--- src/pkg/pga_ctrl_pkg.sv ---
// Constants shared by the input amplifier gain control block.
// Assumes a 32-bit register bus with byte addresses, one word per register.
`default_nettype none
package pga_ctrl_pkg;
    // ==========================================
    // Bus and register indices (byte address = 4 * index)
    localparam int ADDR_W = 10;
    localparam int IDX_W = ADDR_W - 2;
    localparam logic [IDX_W-1:0] IDX_LEFT_VOL = 8'h00;
    localparam logic [IDX_W-1:0] IDX_RIGHT_VOL = 8'h01;
    localparam logic [IDX_W-1:0] IDX_TIMEOUT_CTRL = 8'h02;
    localparam logic [IDX_W-1:0] IDX_APPLIED = 8'h03;
    localparam logic [IDX_W-1:0] IDX_POWER_ONE = 8'h19;
    localparam logic [IDX_W-1:0] IDX_LEFT_AMP = 8'h25;
    localparam logic [IDX_W-1:0] IDX_RIGHT_AMP = 8'h26;
    // ==========================================
    // Field positions
    localparam int VOL_UPDATE_BIT = 8;
    localparam int VOL_SILENCE_BIT = 7;
    localparam int VOL_ZC_BIT = 6;
    localparam int GAIN_W = 6;
    localparam int PWR_LEFT_BIT = 5;
    localparam int PWR_RIGHT_BIT = 4;
    localparam int AMP_ON_BIT = 4;
    localparam int AMP_CTL_W = 5;
    localparam int TO_ON_BIT = 0;
    localparam int TO_DIV_LSB = 1;
    localparam int TO_DIV_W = 3;
    localparam int APPLIED_RIGHT_LSB = 8;
    localparam int APPLIED_SILENCE_LSB = 16;
    localparam int APPLIED_ARMED_LSB = 18;
    localparam int APPLIED_ACTIVE_LSB = 20;
    // ==========================================
    // Reset values and timing
    localparam logic [GAIN_W-1:0] GAIN_ZERO_DB = 6'h1F;
    localparam logic [7:0] VOL_RST = 8'h9F;
    localparam logic [AMP_CTL_W-1:0] AMP_CTL_RST = 5'h08;
    localparam int GAIN_STEP_MILLI_DB = 750;
    localparam int TO_BASE_CYCLES_DFLT = 1024;
endpackage
`default_nettype wire

--- src/pkg/gain_apply_if.sv ---
// Carries one side's pending gain and its apply events to the gain holder.
// Assumes a single clock domain shared by both ends.
`default_nettype none
interface gain_apply_if;
    import pga_ctrl_pkg::*;
    logic update;
    logic zc_gate;
    logic zero_cross;
    logic timeout_tick;
    logic [GAIN_W-1:0] target;
    logic [GAIN_W-1:0] applied;
    logic armed;
    modport ctrl (output update, output zc_gate, output zero_cross, output timeout_tick,
                  output target, input applied, input armed);
    modport side (input update, input zc_gate, input zero_cross, input timeout_tick,
                  input target, output applied, output armed);
endinterface
`default_nettype wire

--- src/gain_apply.sv ---
// Holds one side's gain in effect; applies a pending code at once or on zero cross / timeout.
// Assumes update is a one-cycle strobe and target is valid with it.
`default_nettype none
module gain_apply
    import pga_ctrl_pkg::*;
(
    // Clock and reset
    input wire logic clk_sys,
    input wire logic nrst,
    // Control side
    gain_apply_if.side gi
);
    typedef struct packed {
        logic [GAIN_W-1:0] applied;
        logic [GAIN_W-1:0] target;
        logic armed;
    } state_t;
    state_t st_reg, st_next;
    always_comb begin
        st_next = st_reg;
        if (gi.update) begin
            st_next.target = gi.target;
            st_next.armed = gi.zc_gate;
            if (!gi.zc_gate) begin
                st_next.applied = gi.target;
            end
        end else if (st_reg.armed && (gi.zero_cross || gi.timeout_tick || !gi.zc_gate)) begin
            // Gate dropped while waiting counts as apply-now
            st_next.applied = st_reg.target;
            st_next.armed = 1'b0;
        end
    end
    always_ff @(posedge clk_sys or negedge nrst) begin
        if (!nrst) begin
            st_reg <= '{applied: GAIN_ZERO_DB, target: GAIN_ZERO_DB, armed: 1'b0};
        end else begin
            st_reg <= st_next;
        end
    end
    assign gi.applied = st_reg.applied;
    assign gi.armed = st_reg.armed;
endmodule
`default_nettype wire

--- src/input_pga_gain_control.sv ---
// Input amplifier gain control register bank with an Avalon-MM slave port.
// Assumes byte addresses, one aligned 32-bit word per register, one clock domain.
// Operation
// Left path power bit enables left amplifier and left mixer together; off at reset.
// Right path power bit enables right amplifier and right mixer together; off at reset.
// Left amplifier active when its own enable or left path power is set.
// Right amplifier active when its own enable or right path power is set.
// Software enables midpoint reference and bias before using either amplifier.
// Left control bits 3..0 connect left pins 1..4; pin 1 only after reset.
// Right control bits 3..0 connect right pins 1..4; pin 1 only after reset.
// Six-bit gain code is linear, 0.75 dB steps, code 31 is 0 dB.
// Volume bit 7 mutes its side; sides independent; muted after reset.
// Zero-cross gate off applies gain at once; on waits for zero crossing.
// With gate on, a timeout tick applies a held gain change.
// Volume write without update bit only stores the pending gain; clearing the zero-cross bit while armed also applies the held gain.
// Update bit on either volume register applies both sides' gains together.
// Mute bits of both sides take effect only on an update bit write.
// Software keeps level-control and converter enable ordering to avoid stuck gain.
// Update bit is a write strobe only and reads back as zero.
`default_nettype none
module input_pga_gain_control
    import pga_ctrl_pkg::*;
#(
    parameter int TO_BASE_CYCLES = TO_BASE_CYCLES_DFLT
) (
    // Clock and reset
    input wire logic clk_sys,
    input wire logic nrst,
    // Avalon-MM slave
    input wire logic [ADDR_W-1:0] address,
    input wire logic read,
    input wire logic write,
    input wire logic [31:0] writedata,
    input wire logic [3:0] byteenable,
    output logic [31:0] readdata,
    output logic waitrequest,
    // Zero crossing pulses from the analogue paths
    input wire logic left_zero_cross,
    input wire logic right_zero_cross,
    // Amplifier and mixer controls
    output logic left_amp_active,
    output logic right_amp_active,
    output logic left_mixer_on,
    output logic right_mixer_on,
    output logic [3:0] left_pin_select,
    output logic [3:0] right_pin_select,
    output logic [GAIN_W-1:0] left_gain_code,
    output logic [GAIN_W-1:0] right_gain_code,
    output logic left_amp_silence,
    output logic right_amp_silence
);
    // ==========================================
    // State
    typedef struct packed {
        logic ack;
        logic [31:0] rdata;
        logic [7:0] left_vol;
        logic [7:0] right_vol;
        logic left_path_power;
        logic right_path_power;
        logic [AMP_CTL_W-1:0] left_amp_ctl;
        logic [AMP_CTL_W-1:0] right_amp_ctl;
        logic timeout_clock_on;
        logic [TO_DIV_W-1:0] timeout_divider;
        logic [1:0] silence;
        logic [1:0] amp_active;
        logic [1:0] mixer_on;
    } state_t;

    localparam state_t ST_RST = '{
        ack: 1'b0, rdata: 32'h0, left_vol: VOL_RST, right_vol: VOL_RST,
        left_path_power: 1'b0, right_path_power: 1'b0,
        left_amp_ctl: AMP_CTL_RST, right_amp_ctl: AMP_CTL_RST,
        timeout_clock_on: 1'b0, timeout_divider: '0,
        silence: 2'h3, amp_active: 2'h0, mixer_on: 2'h0};

    state_t st_reg, st_next;
    logic [IDX_W-1:0] idx;
    logic [31:0] rd_image;
    logic [31:0] wr_value;
    logic acc_write;
    logic update;
    logic timeout_tick;

    gain_apply_if left_if ();
    gain_apply_if right_if ();

    // ==========================================
    // Helpers
    function automatic logic is_volume(input logic [IDX_W-1:0] i);
        return (i == IDX_LEFT_VOL) || (i == IDX_RIGHT_VOL);
    endfunction

    function automatic logic [31:0] lane_merge(input logic [31:0] old, input logic [31:0] wd,
                                               input logic [3:0] be);
        logic [31:0] m;
        m = {{8{be[3]}}, {8{be[2]}}, {8{be[1]}}, {8{be[0]}}};
        return (wd & m) | (old & ~m);
    endfunction

    // ==========================================
    // Register readback
    assign idx = address[ADDR_W-1:2];

    always_comb begin
        rd_image = 32'h0;
        case (idx)
            IDX_LEFT_VOL: begin
                rd_image[7:0] = st_reg.left_vol;
            end
            IDX_RIGHT_VOL: begin
                rd_image[7:0] = st_reg.right_vol;
            end
            IDX_TIMEOUT_CTRL: begin
                rd_image[TO_ON_BIT] = st_reg.timeout_clock_on;
                rd_image[TO_DIV_LSB +: TO_DIV_W] = st_reg.timeout_divider;
            end
            IDX_APPLIED: begin
                rd_image[GAIN_W-1:0] = left_if.applied;
                rd_image[APPLIED_RIGHT_LSB +: GAIN_W] = right_if.applied;
                rd_image[APPLIED_SILENCE_LSB +: 2] = st_reg.silence;
                rd_image[APPLIED_ARMED_LSB +: 2] = {right_if.armed, left_if.armed};
                rd_image[APPLIED_ACTIVE_LSB +: 2] = st_reg.amp_active;
            end
            IDX_POWER_ONE: begin
                rd_image[PWR_LEFT_BIT] = st_reg.left_path_power;
                rd_image[PWR_RIGHT_BIT] = st_reg.right_path_power;
            end
            IDX_LEFT_AMP: begin
                rd_image[AMP_CTL_W-1:0] = st_reg.left_amp_ctl;
            end
            IDX_RIGHT_AMP: begin
                rd_image[AMP_CTL_W-1:0] = st_reg.right_amp_ctl;
            end
            default: begin
                rd_image = 32'h0;
            end
        endcase
    end

    // ==========================================
    // Next state
    // One wait cycle per access keeps readdata a clean register output.
    assign acc_write = write && st_reg.ack;
    assign wr_value = lane_merge(rd_image, writedata, byteenable);
    assign update = acc_write && is_volume(idx) && byteenable[1] && writedata[VOL_UPDATE_BIT];

    always_comb begin
        st_next = st_reg;
        st_next.ack = (read || write) && !st_reg.ack;
        if (read && !st_reg.ack) begin
            st_next.rdata = rd_image;
        end
        if (acc_write) begin
            case (idx)
                IDX_LEFT_VOL: begin
                    st_next.left_vol = wr_value[7:0];
                end
                IDX_RIGHT_VOL: begin
                    st_next.right_vol = wr_value[7:0];
                end
                IDX_TIMEOUT_CTRL: begin
                    st_next.timeout_clock_on = wr_value[TO_ON_BIT];
                    st_next.timeout_divider = wr_value[TO_DIV_LSB +: TO_DIV_W];
                end
                IDX_POWER_ONE: begin
                    st_next.left_path_power = wr_value[PWR_LEFT_BIT];
                    st_next.right_path_power = wr_value[PWR_RIGHT_BIT];
                end
                IDX_LEFT_AMP: begin
                    st_next.left_amp_ctl = wr_value[AMP_CTL_W-1:0];
                end
                IDX_RIGHT_AMP: begin
                    st_next.right_amp_ctl = wr_value[AMP_CTL_W-1:0];
                end
                default: begin
                    st_next.ack = st_next.ack;
                end
            endcase
        end
        if (update) begin
            st_next.silence = {st_next.right_vol[VOL_SILENCE_BIT], st_next.left_vol[VOL_SILENCE_BIT]};
        end
        st_next.amp_active[0] = st_next.left_amp_ctl[AMP_ON_BIT] || st_next.left_path_power;
        st_next.amp_active[1] = st_next.right_amp_ctl[AMP_ON_BIT] || st_next.right_path_power;
        st_next.mixer_on = {st_next.right_path_power, st_next.left_path_power};
    end

    always_ff @(posedge clk_sys or negedge nrst) begin
        if (!nrst) begin
            st_reg <= ST_RST;
        end else begin
            st_reg <= st_next;
        end
    end

    // ==========================================
    // Gain holders and timeout
    // Both sides see the same strobe, so with both zero-cross gates off they switch together.
    assign left_if.update = update;
    assign left_if.zc_gate = st_next.left_vol[VOL_ZC_BIT];
    assign left_if.zero_cross = left_zero_cross;
    assign left_if.timeout_tick = timeout_tick;
    assign left_if.target = st_next.left_vol[GAIN_W-1:0];
    assign right_if.update = update;
    assign right_if.zc_gate = st_next.right_vol[VOL_ZC_BIT];
    assign right_if.zero_cross = right_zero_cross;
    assign right_if.timeout_tick = timeout_tick;
    assign right_if.target = st_next.right_vol[GAIN_W-1:0];

    gain_apply u_left_gain (
        .clk_sys(clk_sys),
        .nrst(nrst),
        .gi(left_if.side)
    );

    gain_apply u_right_gain (
        .clk_sys(clk_sys),
        .nrst(nrst),
        .gi(right_if.side)
    );

    // Without the timeout clock a gated change waits for a real crossing
    timeout_ticker #(
        .BASE_CYCLES(TO_BASE_CYCLES)
    ) u_ticker (
        .clk_sys(clk_sys),
        .nrst(nrst),
        .enable(st_reg.timeout_clock_on),
        .divider(st_reg.timeout_divider),
        .tick(timeout_tick)
    );

    // ==========================================
    // Outputs
    assign waitrequest = (read || write) && !st_reg.ack;
    assign readdata = st_reg.rdata;
    assign left_amp_active = st_reg.amp_active[0];
    assign right_amp_active = st_reg.amp_active[1];
    assign left_mixer_on = st_reg.mixer_on[0];
    assign right_mixer_on = st_reg.mixer_on[1];
    assign left_pin_select = st_reg.left_amp_ctl[3:0];
    assign right_pin_select = st_reg.right_amp_ctl[3:0];
    assign left_gain_code = left_if.applied;
    assign right_gain_code = right_if.applied;
    assign left_amp_silence = st_reg.silence[0];
    assign right_amp_silence = st_reg.silence[1];
endmodule
`default_nettype wire

--- src/timeout_ticker.sv ---
// Timeout tick generator: one pulse every (divider+1)*BASE_CYCLES clocks.
// Assumes enable and divider are static register bits.
`default_nettype none
module timeout_ticker
    import pga_ctrl_pkg::*;
#(
    parameter int BASE_CYCLES = TO_BASE_CYCLES_DFLT
) (
    // Clock and reset
    input wire logic clk_sys,
    input wire logic nrst,
    // Control
    input wire logic enable,
    input wire logic [TO_DIV_W-1:0] divider,
    output logic tick
);
    typedef struct packed {
        logic [23:0] count;
        logic tick;
    } state_t;
    state_t st_reg, st_next;
    logic [23:0] period;
    always_comb begin
        period = 24'((32'(divider) + 32'd1) * 32'(BASE_CYCLES));
        st_next = st_reg;
        st_next.tick = 1'b0;
        if (!enable) begin
            st_next.count = 24'h0;
        end else if (st_reg.count >= period - 24'h1) begin
            st_next.count = 24'h0;
            st_next.tick = 1'b1;
        end else begin
            st_next.count = st_reg.count + 24'h1;
        end
    end
    always_ff @(posedge clk_sys or negedge nrst) begin
        if (!nrst) begin
            st_reg <= '0;
        end else begin
            st_reg <= st_next;
        end
    end
    assign tick = st_reg.tick;
endmodule
`default_nettype wire

--- config.mk ---
export PLATFORM = sky130hd
export DESIGN_NAME = input_pga_gain_control
export DESIGN_NICKNAME = d
export VERILOG_FILES = /design/src/pkg/pga_ctrl_pkg.sv /design/src/pkg/gain_apply_if.sv /design/src/gain_apply.sv /design/src/input_pga_gain_control.sv /design/src/timeout_ticker.sv
export SDC_FILE = /design/constraint.sdc
export NUM_CORES = 1
export LEC_CHECK = 0
export BUFFER_PORTS_ARGS = -buffer_cell sky130_fd_sc_hd__buf_4
export CAP_MARGIN = 20
export CORE_MARGIN = 2
export CORE_UTILIZATION = 51
export DETAILED_ROUTE_END_ITERATION = 8
export PLACE_DENSITY = 0.77
export SLEW_MARGIN = 20
export SYNTH_ARGS = -nofsm -noshare
export SYNTH_HDL_FRONTEND = slang
export SYNTH_SLANG_ARGS = --single-unit
export TNS_END_PERCENT = 100
--- constraint.sdc ---
create_clock -name clk_sys -period 2.69 [get_ports clk_sys]
set_clock_uncertainty 0.05 [all_clocks]
set_input_delay 0.4035 -clock clk_sys [delete_from_list [all_inputs] [get_ports clk_sys]]
set_output_delay 0.4035 -clock clk_sys [all_outputs]
set_load 0.01 [all_outputs]
==> flow_summary.ini <==
[synth]
ys_ff_latch = 108
synth_warnings = 0
seq_area_frac_synth_pct = 45.8
synth_enable_flop_cells = 0
synthFlopType = dfrtp_1
async_flop_share_pct = 100
syn_inst = 577
synth.cell_area_mm2 = 0.00600
synth.distinct_cells = 65
avgSynthCellArea_um2 = 10.4

[clock_network]
tritoncts = built
clkTransAtPathRegs_ns = 0.08
h-tree-depth = 3
clk_path_buf_depth = 2
cts-hold-fix-buffers = 0
cts.sinks = 108
cts_root_buf = clkbuf_16
cts_buffers = 9
clk_latency_ns = 0.35

[cells_and_area]
nNetsFinal = 683
final_area_mm2 = 0.00688
fin_util_pct = 60.0
fillerInstances = 917
finalNonFillerCells = 766
largest_reg_flops = 24
layout-drive-gt1-share_pct = 33.7
diodes = 0
syn2layout_area_growth_pct = 14.7

[global_routing]
antenna_found_initial = 0
grt_pass1_wl_um = 22000
track_usage_pct = 21.7
grt_max_degree = 54
first_global_vias = 4378
gr-total-overflow = 0

[run_status]
status = finished with violations
violations = negative setup slack

[worst_setup_path]
critPathKind = reg2reg
crit_fanout = 6
cp.required_ns = 2.88
endpoint_kind = flip-flop
regToRegSetupSlack_ns = -0.04
cp.arrival_ns = 2.92
cp-start-kind = flip-flop

[die]
rows = 39
core_mm2 = 0.0115
die_y_um = 112
die_x_um = 112
die-area_mm2 = 0.0126
initial_core_util_pct = 52.3
ioPinCount = 111

[placed_design]
dp_hpwl_um = 9790
place_area_mm2 = 0.00639
dp_cells = 745
port_buffers = 71
gp_congestion = 0.914

[timing]
fmax_mhz = 366
drv_slew = 0
fin_crit_sh_pct = 101
rsz0062_at_grt = yes
setup_viol = 18
period_needed_ns = 2.73
holdWs_ns = 0.0246
fin_ws_ns = -0.0386
hold_violations = 0
max_slew_margin_pct = 55.6
worst_slew_pin_slew_ns = 0.666

[routing]
vias = 4535
ant_nets = 0
wirelength_um = 13800
drc = 0
drt-pass1-iter-count = 5
wl_per_cell_um = 18.1
drt_iter0_drc = 390
routed_via_density = 5.92

[pwr]
totalPowerFinal_mw = 3.27
power_density_mw_per_mm2 = 475
p_leak_nw = 3.02
ir_drop_mv = 0.298

[flow_run]
maxCapViolCount = 0

[worst_hold_path]
hold_class = in2async
[kinds of logic after synthesis]
| kind of cell | synth area share [%] |
|---|---|
| and+or+nand+nor | 16.9 |
| DFF | 45.8 |
| AOI/OAI and AO/OA | 12.4 |
| buffers and inverters | 10.4 |
| muxes | 8.24 |
| xor gates and xnor gates | 3.50 |
| adders and majority gates | 2.71 |
| other | 0.0625 |
[cells in the mapped netlist, drive strengths merged, types with 2 or more instances]
| cell type | instances | share of area, % |
|---|---|---|
| a2111oi | 2 | 0.40 |
| a211o | 4 | 0.58 |
| a211oi | 2 | 0.25 |
| a21boi | 2 | 0.25 |
| a21o | 7 | 0.88 |
| a21oi | 18 | 1.5 |
| a22o | 12 | 1.8 |
| a31oi | 18 | 2.6 |
| and2 | 3 | 0.31 |
| and3 | 9 | 0.94 |
| and4 | 5 | 0.73 |
| buf | 70 | 8.5 |
| clkbuf | 8 | 0.50 |
| dfrtp | 72 | 30 |
| dfstp | 36 | 16 |
| ha | 13 | 2.7 |
| inv | 21 | 1.3 |
| mux2 | 23 | 4.3 |
| mux2i | 12 | 2.4 |
| mux4 | 4 | 1.5 |
| nand2 | 28 | 1.8 |
| nand2b | 2 | 0.21 |
| nand3 | 30 | 2.6 |
| nand3b | 10 | 1.3 |
| nand4 | 9 | 0.94 |
| nor2 | 57 | 3.6 |
| nor3 | 14 | 1.3 |
| nor3b | 11 | 1.4 |
| nor4 | 6 | 0.98 |
| o211ai | 2 | 0.25 |
| o21ai | 16 | 1.3 |
| o221ai | 8 | 1.2 |
| o22ai | 3 | 0.31 |
| o2bb2ai | 2 | 0.29 |
| xnor2 | 20 | 2.9 |
| xor2 | 4 | 0.58 |
[critical path: stages (launching register included)]
cell       delay, ns
dfrtp_1         0.41
ha_2            0.22
xor2_2          0.15
nor3_2          0.15
ha_2            0.20
inv_2           0.04
ha_4            0.25
and4_1          0.19
nand4_1         0.12
a221o_1         0.33
nand4_1         0.16
buf_6           0.15
clkbuf_16       0.15
nor2_1          0.05
[stage by stage]
| stage | setup TNS, ns | setup slack [ns] |
|---|---|---|
| 5_1_grt | -2.74 | -0.156 |
| 3_5_place_dp | -3.29 | -0.167 |
| 2_1_floorplan | 0 | 0.000826 |
| 6_report | -0.552 | -0.0386 |
| 4_1_cts | 0 | 0.0185 |
| 3_3_place_gp | 0 | 0.0168 |
[layout by cell type (no fill, tap or decap), types with 7 or more instances in the layout]
cell type and n:
dfstp_2 36, a31oi_1 14, mux2_2 22, o221ai_1 8, inv_1 19, buf_4 91, nor2_1 46, and3_1 9
nand4_1 9, a21oi_1 18, ha_1 9, nand2_1 28, nor3_1 12, nand3b_1 10, nor3b_1 11, nor2_2 10
nand3_1 29, xnor2_1 20, dfrtp_1 72, clkbuf_16 11, a22o_1 12, conb_1 12, o21ai_0 14, a21o_1 7
mux2i_1 10
[layer usage]
metal  up-vias  part of all wire (%)  wire (um)  track usage (%)
met5         -                     0          0                0
li1       2087                     -          -                -
met3        26                   5.9        818             3.83
met1      2252                    42       5760             28.7
met2       170                    50       6950             35.8
met4         0                   2.2        310             8.62
[cell type report]
class / count / area [um^2] / area share [%]
multi-input cells: 380 / 2770 / 40.3
flip-flops and latches: 108 / 2750 / 39.9
repair buffers: 97 / 791 / 11.5
clock buffers: 9 / 225 / 3.27
well taps: 143 / 179 / 2.60
clock inverters: 7 / 83.8 / 1.22
inverters: 22 / 83.8 / 1.22
[what timing repair did]
action | CTS | global route
pin swaps | 1 | 9
setup endpoints to repair | 24 | 24
setup buffers | 1 | 1
resized for setup | 3 | 23
cloned | 0 | 3
[final timing paths]
kind | startpoint | end | cells past startpoint
min reg2reg | readdata[5]$_DFFE_PN0P_ | readdata[5]$_DFFE_PN0P_ | 1
max | st_reg[7]$_DFFE_PN0P_ | u_ticker.st_reg[3]$_DFF_PN0_ | 13
min | nrst | left_pin_select[1]$_DFFE_PN0P_ | 1
min in group clk_sys | read | st_reg[70]$_DFF_PN0_ | 3
max in group asynchronous | nrst | st_reg[30]$_DFF_PN1_ | 2
max reg2reg | st_reg[7]$_DFFE_PN0P_ | u_ticker.st_reg[3]$_DFF_PN0_ | 13
[power by group]
part	internal [mW]	switching (mW)	total [mW]
registers	1.65	0.0141	1.66
logic	0.0876	0.148	0.235
clock network	0.737	0.635	1.37
Power figures use the tool's default switching activity.
